===== config.mk =====
export PLATFORM = sky130hd
export DESIGN_NAME = bridge_reset_power_control
export DESIGN_NICKNAME = d
export VERILOG_FILES = /design/src/bridge_rpc_pkg.sv /design/src/level_sync.sv /design/src/bridge_reset_power_control.sv
export SDC_FILE = /design/constraint.sdc
export NUM_CORES = 1
export LEC_CHECK = 0
export BUFFER_PORTS_ARGS = -buffer_cell sky130_fd_sc_hd__clkbuf_2
export CELL_PAD_IN_SITES_DETAIL_PLACEMENT = 1
export CELL_PAD_IN_SITES_GLOBAL_PLACEMENT = 1
export CORE_MARGIN = 2
export CORE_UTILIZATION = 41
export DETAILED_ROUTE_END_ITERATION = 8
export PLACE_DENSITY = 0.79
export SYNTH_ARGS = -nofsm -noshare
export SYNTH_HDL_FRONTEND = slang
export SYNTH_SLANG_ARGS = --single-unit

===== constraint.sdc =====
create_clock -name hclk -period 1.94 [get_ports hclk]
set_input_delay 0.194 -clock hclk [delete_from_list [all_inputs] [get_ports hclk]]
set_output_delay 0.194 -clock hclk [all_outputs]
set_load 0.02 [all_outputs]

===== src/bridge_rpc_pkg.sv =====
package bridge_rpc_pkg;

  // ----------------------------------------------------------------
  // register map (byte addresses on the bus)
  // ----------------------------------------------------------------
  localparam logic [7:0] ADDR_CTRL = 8'h00;
  localparam logic [7:0] ADDR_PWR = 8'h04;
  localparam logic [7:0] ADDR_STAT = 8'h08;
  localparam logic [7:0] ADDR_MASK = 8'h0C;

  // control register fields
  localparam int CTRL_SEC_RST = 0;
  localparam int CTRL_CHIP_RST = 1;

  // status register fields
  localparam int STAT_SEC_RST = 0;
  localparam int STAT_SHIFT_DONE = 1;
  localparam int STAT_CLK_STOP = 2;
  localparam int STAT_PIN_RST = 3;
  localparam int STAT_CLK_EN_LSB = 4;

  // ----------------------------------------------------------------
  // power states, two-bit field
  // ----------------------------------------------------------------
  localparam logic [1:0] PS_D0 = 2'h0;
  localparam logic [1:0] PS_D1 = 2'h1;
  localparam logic [1:0] PS_D2 = 2'h2;
  localparam logic [1:0] PS_D3HOT = 2'h3;

  // ----------------------------------------------------------------
  // widths, reset values and timing counts (in primary clocks)
  // ----------------------------------------------------------------
  localparam int NUM_SEC_CLKS = 10;
  localparam int MASK_BITS = 16;
  localparam logic [15:0] MASK_RESET = 16'h0000;
  localparam logic [4:0] ACCESS_HOLD_CLKS = 5'h10;
  localparam logic [4:0] SHIFT_CLKS = 5'h17;
  localparam logic [4:0] SHIFT_STROBE_FIRST = 5'h01;
  localparam logic [4:0] SHIFT_STROBE_LAST = 5'h10;
  localparam logic [4:0] MSK_SAMPLE_FIRST = 5'h03;
  localparam logic [4:0] MSK_SAMPLE_LAST = 5'h12;
  localparam int CHIP_CLR_MAX_CLKS = 20;

endpackage


===== src/level_sync.sv =====
`timescale 1ns/1ns

// two-flop synchroniser; arst_n forces the output low at once,
// release is seen only after two clean edges
module level_sync (
  // clock and asynchronous clear
  input wire logic clk,
  input wire logic arst_n,
  // level in and out
  input wire logic d,
  output logic q
);

  logic meta_r;
  logic sync_r;

  // ------------------------------------------------------------
  // flop chain; the first stage feeds only the second
  // ------------------------------------------------------------
  always_ff @(posedge clk or negedge arst_n) begin
    if (!arst_n) begin
      meta_r <= 1'b0;
      sync_r <= 1'b0;
    end else begin
      meta_r <= d;
      sync_r <= meta_r;
    end
  end

  assign q = sync_r;

endmodule // level_sync


===== src/bridge_reset_power_control.sv =====
// Decided for this implementation: the AHB-Lite register port and the placing of the registers.
`timescale 1ns/1ns

// Behaviour
// - D0 to D3hot write stops secondary clocks low if enable pin allows
// - writes requesting D1 or D2 are ignored; state stays as it was (D0 or D3hot)
// - D3hot to D0 re-enables clocks, internal chip reset, no secondary reset
// - power management events are never forwarded between the buses
// - primary reset tristates both buses and returns registers to defaults
// - primary reset edges are tolerated with no relation to any clock
// - no access during primary reset and for 16 clocks after release
// - secondary reset asserted whenever and as long as primary reset is
// - secondary reset bit asserts secondary reset until a write clears it
// - secondary reset pin, even from outside, tristates secondary side at once
// - during secondary reset control and grants float, data lines driven low
// - secondary reset discards all posted and delayed buffer contents
// - with the secondary reset bit set the registers remain accessible
// - chip reset bit resets everything, sets secondary reset bit, blocks access
// - after chip reset, hold secondary reset until bit cleared and mask shifted
// - chip reset bit clears itself within 20 clocks after the clearing write
// - clock mask shift takes 23 clocks; secondary reset held until done
// - shift control low one cycle to load, then high to shift, msb first
module bridge_reset_power_control (
  // clock and bus reset
  input wire logic hclk,
  input wire logic hresetn,
  // ahb-lite slave
  input wire logic hsel,
  input wire logic [31:0] haddr,
  input wire logic [1:0] htrans,
  input wire logic hwrite,
  input wire logic [2:0] hsize,
  input wire logic [31:0] hwdata,
  input wire logic hready,
  output logic hreadyout,
  output logic hresp,
  output logic [31:0] hrdata,
  // primary side pins
  input wire logic primary_rst_n,
  input wire logic bus_power_clock_ctl_enable,
  output logic primary_oe_n,
  output logic config_ready,
  // secondary reset pin, open drain
  input wire logic sec_rst_pin_i_n,
  output logic sec_rst_pin_o_n,
  output logic sec_rst_pin_oe_n,
  // secondary interface control
  output logic [9:0] secondary_clock_outputs,
  output logic secondary_ctl_oe_n,
  output logic secondary_park_low,
  output logic buffer_flush,
  // clock mask shift register
  input wire logic clock_mask_serial_in,
  output logic shift_ctl_o,
  output logic shift_ctl_oe_n,
  output logic shift_strobe_o,
  output logic shift_strobe_oe_n
);

  // ----------------------------------------------------------------
  // state
  // ----------------------------------------------------------------
  typedef struct packed {
    logic [4:0] hold_cnt;
    logic accessible;
    logic dphase;
    logic dwrite;
    logic [7:0] daddr;
    logic [31:0] rdata;
    logic sec_rst_bit;
    logic chip_rst_bit;
    logic [1:0] pstate;
    logic clk_stop;
    logic soft_rst;
    logic shifting;
    logic shift_done;
    logic [4:0] shift_cnt;
    logic [15:0] mask_shift;
    logic [15:0] mask;
    logic [9:0] clk_en;
  } state_t;

  localparam state_t STATE_RST = '{
    hold_cnt: 5'h00, accessible: 1'b0, dphase: 1'b0, dwrite: 1'b0,
    daddr: 8'h00, rdata: 32'h0000_0000, sec_rst_bit: 1'b0,
    chip_rst_bit: 1'b0, pstate: bridge_rpc_pkg::PS_D0, clk_stop: 1'b0,
    soft_rst: 1'b0, shifting: 1'b0, shift_done: 1'b0, shift_cnt: 5'h00,
    mask_shift: 16'h0000, mask: bridge_rpc_pkg::MASK_RESET,
    clk_en: 10'h000
  };

  state_t s_r;
  state_t s_nxt;

  logic prst_released;
  logic prst_active;
  logic sec_pin_released;
  logic sec_pin_active;
  logic bus_power_clock_ctl_enable_s;
  logic msk_s;
  logic sec_rst_int;
  logic sec_any;

  // ----------------------------------------------------------------
  // synchronisers
  // ----------------------------------------------------------------
  // assert is immediate through the async clear, release is clean
  level_sync prst_sync_u (
    .clk(hclk),
    .arst_n(hresetn & primary_rst_n),
    .d(1'b1),
    .q(prst_released)
  );

  // an outside driver may pull the secondary reset pin at any time
  level_sync spin_sync_u (
    .clk(hclk),
    .arst_n(hresetn & sec_rst_pin_i_n),
    .d(1'b1),
    .q(sec_pin_released)
  );

  level_sync bus_power_clock_ctl_enable_sync_u (
    .clk(hclk),
    .arst_n(hresetn),
    .d(bus_power_clock_ctl_enable),
    .q(bus_power_clock_ctl_enable_s)
  );

  level_sync msk_sync_u (
    .clk(hclk),
    .arst_n(hresetn),
    .d(clock_mask_serial_in),
    .q(msk_s)
  );

  assign prst_active = ~prst_released;
  assign sec_pin_active = ~sec_pin_released;

  // ----------------------------------------------------------------
  // helpers
  // ----------------------------------------------------------------
  // slot clock runs when a card is present (either bit low)
  function automatic logic slot_clk_en(input logic [1:0] prsnt);
    return ~(prsnt[1] & prsnt[0]);
  endfunction

  function automatic logic [31:0] read_reg(input state_t s, input logic [7:0] a,
                                           input logic rst_out, input logic pin_rst);
    logic [31:0] v;
    v = 32'h0000_0000;
    unique case (a)
      bridge_rpc_pkg::ADDR_CTRL: begin
        v[bridge_rpc_pkg::CTRL_SEC_RST] = s.sec_rst_bit;
        v[bridge_rpc_pkg::CTRL_CHIP_RST] = s.chip_rst_bit;
      end
      bridge_rpc_pkg::ADDR_PWR: v[1:0] = s.pstate;
      bridge_rpc_pkg::ADDR_STAT: begin
        v[bridge_rpc_pkg::STAT_SEC_RST] = rst_out;
        v[bridge_rpc_pkg::STAT_SHIFT_DONE] = s.shift_done;
        v[bridge_rpc_pkg::STAT_CLK_STOP] = s.clk_stop;
        v[bridge_rpc_pkg::STAT_PIN_RST] = pin_rst;
        v[bridge_rpc_pkg::STAT_CLK_EN_LSB +: 10] = s.clk_en;
      end
      bridge_rpc_pkg::ADDR_MASK: v[15:0] = s.mask;
      default: v = 32'h0000_0000;
    endcase
    return v;
  endfunction

  // ----------------------------------------------------------------
  // next state
  // ----------------------------------------------------------------
  always_comb begin
    logic take;
    logic [1:0] ps_req;
    take = 1'b0;
    ps_req = hwdata[1:0];
    s_nxt = s_r;
    s_nxt.soft_rst = 1'b0;
    if (prst_active) begin
      s_nxt = STATE_RST;
    end else begin
      // inaccessible window after release
      if (s_r.hold_cnt != bridge_rpc_pkg::ACCESS_HOLD_CLKS) begin
        s_nxt.hold_cnt = s_r.hold_cnt + 5'h01;
      end
      s_nxt.accessible = s_r.accessible |
        (s_r.hold_cnt == bridge_rpc_pkg::ACCESS_HOLD_CLKS - 5'h01);

      // mask shift starts whenever secondary reset stands without a mask
      if (!s_r.shifting && !s_r.shift_done) begin
        s_nxt.shifting = 1'b1;
        s_nxt.shift_cnt = 5'h00;
      end else if (s_r.shifting) begin
        s_nxt.shift_cnt = s_r.shift_cnt + 5'h01;
        // two-flop latency on the serial input shifts the sample window
        if (s_r.shift_cnt >= bridge_rpc_pkg::MSK_SAMPLE_FIRST &&
            s_r.shift_cnt <= bridge_rpc_pkg::MSK_SAMPLE_LAST) begin
          s_nxt.mask_shift = {s_r.mask_shift[14:0], msk_s};
        end
        if (s_r.shift_cnt == bridge_rpc_pkg::SHIFT_CLKS - 5'h01) begin
          s_nxt.shifting = 1'b0;
          s_nxt.shift_done = 1'b1;
          s_nxt.mask = s_r.mask_shift;
        end
      end

      // chip reset finishes once software released the secondary bus
      if (s_r.chip_rst_bit && !s_r.sec_rst_bit && s_r.shift_done) begin
        s_nxt.chip_rst_bit = 1'b0;
      end

      // address phase; the secondary reset bit does not block it
      take = hsel & hready & htrans[1] & s_r.accessible;
      if (hready) begin
        s_nxt.dphase = take;
        s_nxt.dwrite = hwrite;
        s_nxt.daddr = {haddr[7:2], 2'b00};
        s_nxt.rdata = 32'h0000_0000;
        if (take && !hwrite &&
            (!s_r.chip_rst_bit || haddr[7:2] == 6'h00)) begin
          s_nxt.rdata = read_reg(s_r, {haddr[7:2], 2'b00}, sec_rst_int,
                                 sec_pin_active);
        end
      end

      // data phase write commit
      if (s_r.dphase && s_r.dwrite) begin
        unique case (s_r.daddr)
          bridge_rpc_pkg::ADDR_CTRL: begin
            if (hwdata[bridge_rpc_pkg::CTRL_CHIP_RST]) begin
              s_nxt = STATE_RST;
              s_nxt.hold_cnt = bridge_rpc_pkg::ACCESS_HOLD_CLKS;
              s_nxt.accessible = 1'b1;
              s_nxt.chip_rst_bit = 1'b1;
              s_nxt.sec_rst_bit = 1'b1;
            end else begin
              s_nxt.sec_rst_bit = hwdata[bridge_rpc_pkg::CTRL_SEC_RST];
            end
          end
          bridge_rpc_pkg::ADDR_PWR: begin
            if (!s_r.chip_rst_bit) begin
              if (s_r.pstate == bridge_rpc_pkg::PS_D0 &&
                  ps_req == bridge_rpc_pkg::PS_D3HOT) begin
                s_nxt.pstate = bridge_rpc_pkg::PS_D3HOT;
                s_nxt.clk_stop = bus_power_clock_ctl_enable_s;
              end else if (s_r.pstate == bridge_rpc_pkg::PS_D3HOT &&
                           ps_req == bridge_rpc_pkg::PS_D0) begin
                // internal reset only; the mask survives, no re-shift
                s_nxt.pstate = bridge_rpc_pkg::PS_D0;
                s_nxt.clk_stop = 1'b0;
                s_nxt.sec_rst_bit = 1'b0;
                s_nxt.soft_rst = 1'b1;
              end
              // d1 and d2 requests fall through untouched
            end
          end
          bridge_rpc_pkg::ADDR_MASK: begin
            if (!s_r.chip_rst_bit && s_r.shift_done) begin
              s_nxt.mask = hwdata[15:0];
            end
          end
          default: begin
          end
        endcase
      end
    end

    // clock enables, registered so the gate controls are glitch free
    for (int i = 0; i < 4; i++) begin
      s_nxt.clk_en[i] = slot_clk_en(s_r.mask[2*i +: 2]) & ~s_r.clk_stop;
    end
    s_nxt.clk_en[8:4] = ~s_r.mask[12:8] & {5{~s_r.clk_stop}};
    s_nxt.clk_en[9] = ~s_r.mask[13] & ~s_r.clk_stop;
  end

  // ----------------------------------------------------------------
  // state register
  // ----------------------------------------------------------------
  always_ff @(posedge hclk or negedge hresetn) begin
    if (!hresetn) begin
      s_r <= STATE_RST;
    end else begin
      s_r <= s_nxt;
    end
  end

  // ----------------------------------------------------------------
  // outputs
  // ----------------------------------------------------------------
  // held while the mask is missing, covers power-up and chip reset
  assign sec_rst_int = prst_active | s_r.sec_rst_bit | ~s_r.shift_done;
  assign sec_any = sec_rst_int | sec_pin_active | s_r.chip_rst_bit;

  // bus answers; wait states stand in for refusal while not accessible
  assign hreadyout = s_r.accessible & ~prst_active;
  assign hresp = 1'b0;
  assign hrdata = s_r.rdata;

  assign primary_oe_n = prst_active | s_r.chip_rst_bit;
  assign config_ready = s_r.accessible & ~s_r.chip_rst_bit & ~prst_active;

  // open drain: pull low only while asserting
  assign sec_rst_pin_o_n = 1'b0;
  assign sec_rst_pin_oe_n = ~sec_rst_int;

  // no event path exists between the buses here by design
  assign secondary_clock_outputs = s_r.clk_en;
  assign secondary_ctl_oe_n = sec_any;
  assign secondary_park_low = sec_any;
  assign buffer_flush = sec_any | s_r.soft_rst;

  // external shift register control, released when the shift ends
  assign shift_ctl_o = ~(s_r.shifting & (s_r.shift_cnt == 5'h00));
  assign shift_ctl_oe_n = ~s_r.shifting;
  assign shift_strobe_o = s_r.shifting &
    (s_r.shift_cnt >= bridge_rpc_pkg::SHIFT_STROBE_FIRST) &
    (s_r.shift_cnt <= bridge_rpc_pkg::SHIFT_STROBE_LAST);
  assign shift_strobe_oe_n = ~s_r.shifting;

  localparam int CHIP_CLR_BOUND = 20;
endmodule // bridge_reset_power_control


==> results of run 1 <==
[power by group through the flow]
| stage | registers, W | clock network [W] | logic [W] |
|---|---|---|---|
| after floorplan | 0.00238 | 0 | 0.000164 |
| after CTS | 0.00234 | 0.00218 | 0.000323 |
| after global placement | 0.00238 | 0 | 0.000299 |
| final | 0.00234 | 0.00215 | 0.000318 |
| after detailed placement | 0.00238 | 0 | 0.000311 |
| after global routing | 0.00234 | 0.00225 | 0.000355 |
[layer usage]
| layer | wire, um | part of all wire |
|---|---|---|
| met4 | 265 | 0.019 |
| met5 | 21 | 0.0015 |
| met3 | 424 | 0.031 |
| met2 | 6860 | 0.50 |
| met1 | 6170 | 0.45 |
[stage by stage]
step	setup TNS (ps)	cell area, um2	worst slack (ps)
2_1_floorplan	0	5500	159
3_3_place_gp	0	5870	220
3_5_place_dp	0	5870	185
4_1_cts	0	6310	4.43
5_1_grt	-21.3	6330	-21.3
6_report	0	6330	36.4
[final cells by class]
| type | instances | area, um2 | area share |
|---|---|---|---|
| Inverter | 12 | 45.0 | 0.00712 |
| Tap cell | 176 | 220 | 0.0348 |
| Multi-Input combinational cell | 332 | 2230 | 0.352 |
| Sequential cell | 110 | 2750 | 0.435 |
| Clock inverter | 6 | 109 | 0.0172 |
| Timing Repair Buffer | 114 | 732 | 0.116 |
| Clock buffer | 10 | 239 | 0.0378 |
[cell families after synthesis]
group,Yosys count,share of synthesized area
muxes,54,0.105
AOI/OAI and AO/OA,90,0.0984
and+or+nand+nor,171,0.170
other,2,0.00137
xor gates and xnor gates,6,0.00956
buffers and inverters,87,0.0981
DFF,110,0.501
adders and majority gates,7,0.0159
[final timing paths]
| path | startpoint | end | slack [ps] |
|---|---|---|---|
| max reg2reg | s_r[53]$_DFF_PN0_ | s_r[25]$_DFF_PN0_ | 100 |
| min reg2reg | msk_sync_u.meta_r$_DFF_PN0_ | msk_sync_u.q$_DFF_PN0_ | 350 |
| min | hwdata[8] | s_r[18]$_DFF_PN0_ | 80 |
| max in group asynchronous | hresetn | hrdata[11]$_DFF_PN0_ | 1020 |
| min in group asynchronous | sec_rst_pin_i_n | spin_sync_u.q$_DFF_PN0_ | 290 |
| max | s_r[53]$_DFF_PN0_ | buffer_flush | 40 |
[synthesized netlist by cell type (all sizes together)]
cell type / instances
buf: 56
o22ai: 4
nor3: 3
a2bb2oi: 1
nand4b: 4
nor4: 4
inv: 12
o21a: 14
dfrtp: 110
mux2: 11
mux4: 2
a21o: 1
clkbuf: 19
nor2: 41
nand4: 4
and3b: 3
a22oi: 4
nor3b: 2
nand2b: 6
nor4b: 1
or2: 3
o2111ai: 1
conb: 2
xnor2: 4
nor2b: 18
a21boi: 2
a21oi: 36
xor2: 2
nand2: 26
mux2i: 41
nand3b: 2
nand3: 26
a211oi: 5
and2: 22
o21ai: 22
ha: 7
and3: 3
or4: 3
[flip-flops by register name, summed over array words and instances (netlist names)]
register	flops
secondary_clock_outputs	10
spin_sync_u.meta_r	1
hrdata	32
msk_sync_u.q	1
msk_sync_u.meta_r	1
s_r	60
prst_sync_u.meta_r	1
bus_power_clock_ctl_enable_sync_u.q	1
bus_power_clock_ctl_enable_sync_u.meta_r	1
prst_sync_u.q	1
spin_sync_u.q	1
[tightest hold or removal path: stages]
cell and delay [ps]:
clkbuf_2 90, nand2_1 50, a21oi_1 60
[what timing repair did]
item | in CTS | in global routing
hold buffers | 5 | 0
gates resized for setup | 5 | 4
setup buffers | 3 | 1
hold endpoints to repair | 33 | 0
setup endpoints to repair | 1 | 8
==> results_dict.tcl, run 1 <==
set metrics [dict create \
    outcome "finished, final reports clean" \
    placement.io_buffers 84 \
    tritoncts "done" \
    syn-cell-area_um2 5500 \
    antenna_found_initial 2 \
    gr-usage-met1 0.263 \
    root_buffer "clkbuf_16" \
    hold_viol 0 \
    drv_slew 0 \
    core_um2 13200 \
    max-vdd-ir-drop_uv 355 \
    cp_num_buf_inv 2 \
    drv_cap 0 \
    nFillCells 1476 \
    grt_usage 0.203 \
    grt_first_pass_wirelength_um 23100 \
    drc 0 \
    cp.depth 5 \
    crit_path_max_fanout 3 \
    postRouteWirelength_um 13700 \
    cp-end-kind "output pin" \
    htree_levels 3 \
    cts_made_buffers 9 \
    start_kind "flip-flop" \
    synth.avg_cell_area_um2 10.4 \
    ys_seq_area_frac 0.501 \
    sw_frac_of_total 0.223 \
    critPathArrivalTime_ps 1710 \
    vias 3967 \
    ys_warn_count 0 \
    max_freq_ghz 0.525 \
    grtUsageMet2 0.339 \
    crit_family "simple AND/OR/NAND/NOR gates" \
    hold_path.class "in2reg" \
    slowest_delay_ps 440 \
    path_cells "inv_1 -> nand2_2 -> or4_4 -> or2_4 -> clkbuf_8" \
    p_sw_w 0.00107 \
    fp-row-count 42 \
    synth_cells 527 \
    final_util 0.480 \
    clk_latency_ps 350 \
    dr.pass1.iters 4 \
    final-setup-viol-count 0 \
    dp.cells 735 \
    p_leak_nw 3.03 \
    grt_max_degree 48 \
    drive_above_1_share 0.262 \
    rsz0062_at_grt "true" \
    synth_area_leaders "dfrtp_1 50%, mux2i_1 7.5%, buf_4 6.4%, a21oi_1 3.3%, nor2_1 2.8%" \
    skew_ps 9.27 \
    io_pins 133 \
    synth.largest_area_cell "dfrtp_1" \
    power_w 0.00480 \
    pwr-share-seq 0.487 \
    top_usage_layer "met2" \
    holdPathStages 3 \
    clk_pin_slew_worst_paths_ps 70 \
    pwr-share-clk 0.447 \
    final_common_cell "dfrtp_1" \
    ys_ff_latch 110 \
    final_cell_mix "110 x dfrtp_1, 82 x clkbuf_2, 41 x mux2i_1, 40 x nor2_1, 35 x a21oi_1" \
    drt_iter0_drc 215 \
    initial_core_util 0.417 \
    instances_no_fill 760 \
    holdWs_ps 77.8 \
    cts.sinks 110 \
    r2r_cells 8 \
    grt.met3_usage 0.0375 \
    vias_per_cell 5.22 \
    cts_buffer_depth 2 \
    die_x_um 120 \
    p_per_area_nw_per_um2 759 \
    cp_slowest_cell "or4_4" \
    place.gp.congestion 0.746 \
    synth_top_area_share 0.501 \
    die_y_um 120 \
    synth.distinct_cells 47 \
    nets 664 \
    grt_pass1_vias 4378 \
    combPwrFrac 0.066 \
    avgRoutedWirePerCell_um 18.1 \
    gr-total-overflow 0 \
    die_area_um2 14300 \
    period_needed_ps 1900 \
    p_int_w 0.00373 \
    path_class "reg2out" \
    area_growth_pct 15.1 \
    dpl.hpwl_um 9580 \
    antenna_cells 0 \
    antenna_left 0 \
    critPathRequiredTime_ps 1750 \
    fin_crit_sh 0.981 \
]
No activity file was read; power rests on OpenSTA's default activity.
==> run 2: changes to the inputs <==
--- a/config.mk
+++ b/config.mk
@@ -13,4 +13,5 @@
 export DETAILED_ROUTE_END_ITERATION = 8
 export PLACE_DENSITY = 0.79
+export SETUP_SLACK_MARGIN = 0.15
 export SYNTH_ARGS = -nofsm -noshare
 export SYNTH_HDL_FRONTEND = slang
==> constraint.sdc (replaced) <==
create_clock -name hclk -period 1.94 [get_ports hclk]
set_input_delay 0.388 -clock hclk [delete_from_list [all_inputs] [get_ports hclk]]
set_output_delay 0.388 -clock hclk [all_outputs]
set_load 0.02 [all_outputs]
==> results_dict.tcl, run 2 (synthesis results as in run 1) <==
set metrics [dict create \
    outcome "complete, but fails checks" \
    violations "setup timing" \
    die_y_um 120 \
    crit_family "simple AND/OR/NAND/NOR gates" \
    reg2reg_to "s_r[14]$_DFF_PN0_" \
    path_cells "inv_1 -> or4_4 -> or2_4 -> buf_8" \
    drc 0 \
    dpl_worst_slack_ps 86.3 \
    die_x_um 120 \
    antenna_found_initial 0 \
    gr-total-overflow 0 \
    cp_num_buf_inv 2 \
    p_per_area_nw_per_um2 677 \
    cts.sinks 110 \
    antenna_cells 0 \
    period_needed_ps 2090 \
    grt_usage 0.202 \
    ff2ff_setup_slack_ps 110 \
    postRouteWirelength_um 15000 \
    final_common_cell "dfrtp_1" \
    drv_slew 0 \
    cp.depth 4 \
    cts_buffer_depth 2 \
    vias_per_cell 5.32 \
    drt_iter0_drc 271 \
    io_pins 133 \
    die_area_um2 14300 \
    cp_slowest_cell "or4_4" \
    area_growth_pct 20.1 \
    htree_levels 3 \
    cp-end-kind "output pin" \
    grt_pass1_vias 4373 \
    tritoncts "done" \
    clk_latency_ps 350 \
    root_buffer "clkbuf_16" \
    final-setup-viol-count 3 \
    fp-row-count 42 \
    critPathRequiredTime_ps 1550 \
    drv_cap 0 \
    vias 4088 \
    hold_path.class "in2reg" \
    nFillCells 1443 \
    clk_pin_slew_worst_paths_ps 70 \
    core_um2 13200 \
    max-vdd-ir-drop_uv 447 \
    critPathArrivalTime_ps 1700 \
    rsz0062_at_grt "true" \
    avgRoutedWirePerCell_um 19.5 \
    cp-startpoint "spin_sync_u.q$_DFF_PN0_" \
    crit_end "buffer_flush" \
    initial_core_util 0.417 \
    p_leak_nw 3.16 \
    path_class "reg2out" \
    crit_path_max_fanout 2 \
    grt_max_degree 70 \
    dr.pass1.iters 6 \
    top_register "s_r" \
    cts_made_buffers 9 \
    r2r_cells 5 \
    antenna_left 0 \
    grt_first_pass_wirelength_um 22800 \
    dpl.hpwl_um 9670 \
    fin_crit_sh 1.08 \
    slowest_delay_ps 540 \
    nets 674 \
    hold_viol 0 \
    skew_ps 9.07 \
    drive_above_1_share 0.339 \
    final_cell_mix "105 x dfrtp_1, 78 x clkbuf_2, 41 x mux2i_1, 40 x nor2_1, 33 x buf_4" \
    holdWs_ps 142 \
    place.gp.congestion 0.846 \
    regToRegStartpoint "s_r[87]$_DFF_PN0_" \
    largest_reg_flops 60 \
    placement.io_buffers 84 \
    finalWorstSetupSlack_ps -151 \
    start_kind "flip-flop" \
    max_freq_ghz 0.478 \
]
==> run 2: changes by cell type in the layout (fill, tap and decap cells not counted), moves of 10 or more <==
cell     previous run  this run
nand2_1            25        14
buf_4              21        33
a21oi_1            35        25
a21oi_2             1        11
nand2_4             0        11
==> run 2: where the power goes <==
group	total, W	internal (W)	switching, W
Sequential	0.00234	0.00232	0.0000246
Combinational	0.000362	0.000139	0.000222
Clock	0.00177	0.000908	0.000857
==> run 2: how the worst min path moves through the flow <==
stage                               start                                                 end  cells after the start
6_report       bus_power_clock_ctl_enable  bus_power_clock_ctl_enable_sync_u.meta_r$_DFF_PN0_                      1
5_1_grt        bus_power_clock_ctl_enable  bus_power_clock_ctl_enable_sync_u.meta_r$_DFF_PN0_                      1
4_1_cts        bus_power_clock_ctl_enable  bus_power_clock_ctl_enable_sync_u.meta_r$_DFF_PN0_                      1
3_5_place_dp                primary_rst_n                        prst_sync_u.meta_r$_DFF_PN0_                      2
3_3_place_gp              sec_rst_pin_i_n                        spin_sync_u.meta_r$_DFF_PN0_                      2
2_1_floorplan                     hresetn  bus_power_clock_ctl_enable_sync_u.meta_r$_DFF_PN0_                      0
==> run 2: routing by layer <==
layer / up-vias / GRT usage / part of all wire
met5: - / 0 / 0
met4: 0 / 0.0551 / 0.012
met1: 2134 / 0.255 / 0.43
met3: 14 / 0.0337 / 0.028
li1: 1867 / - / -
met2: 73 / 0.359 / 0.53
==> run 2: worst reg2reg max path: stages (launching register included) <==
cell and delay, ps:
dfrtp_1 420, or4_4 590, nor4_4 280, buf_12 240, nand2_4 80, a21oi_2 150
==> run 2: per-stage QoR <==
stage                     power [W]  area (um2)  cells   util  TNS [ps]
after detailed placement    0.00270        5920    739  0.449         0
after floorplan             0.00254        5510    529      -         0
after global placement      0.00268        5920    739  0.449         0
after CTS                   0.00446        6370    768  0.483      -292
final                       0.00447        6600    769  0.500      -313
after global routing        0.00463        6600    769  0.500      -430
==> run 2: layout make-up <==
type                            count  area (um2)  share of cell area
Tap cell                          176         220              0.0334
Clock buffer                       11         243              0.0368
Multi-Input combinational cell    332        2440               0.370
Timing Repair Buffer              124         856               0.130
Clock inverter                      4        33.8             0.00512
Inverter                           12        47.5             0.00721
Sequential cell                   110        2760               0.418
==> run 2: repair_timing <==
item / CTS / global route
endpoints found under the setup margin: 5 / 48
gates resized for setup: 21 / 56
hold buffers: 3 / 0
setup buffers: 11 / 0
endpoints found under the hold margin: 22 / 0
cloned: 0 / 1
pin swaps: 3 / 8
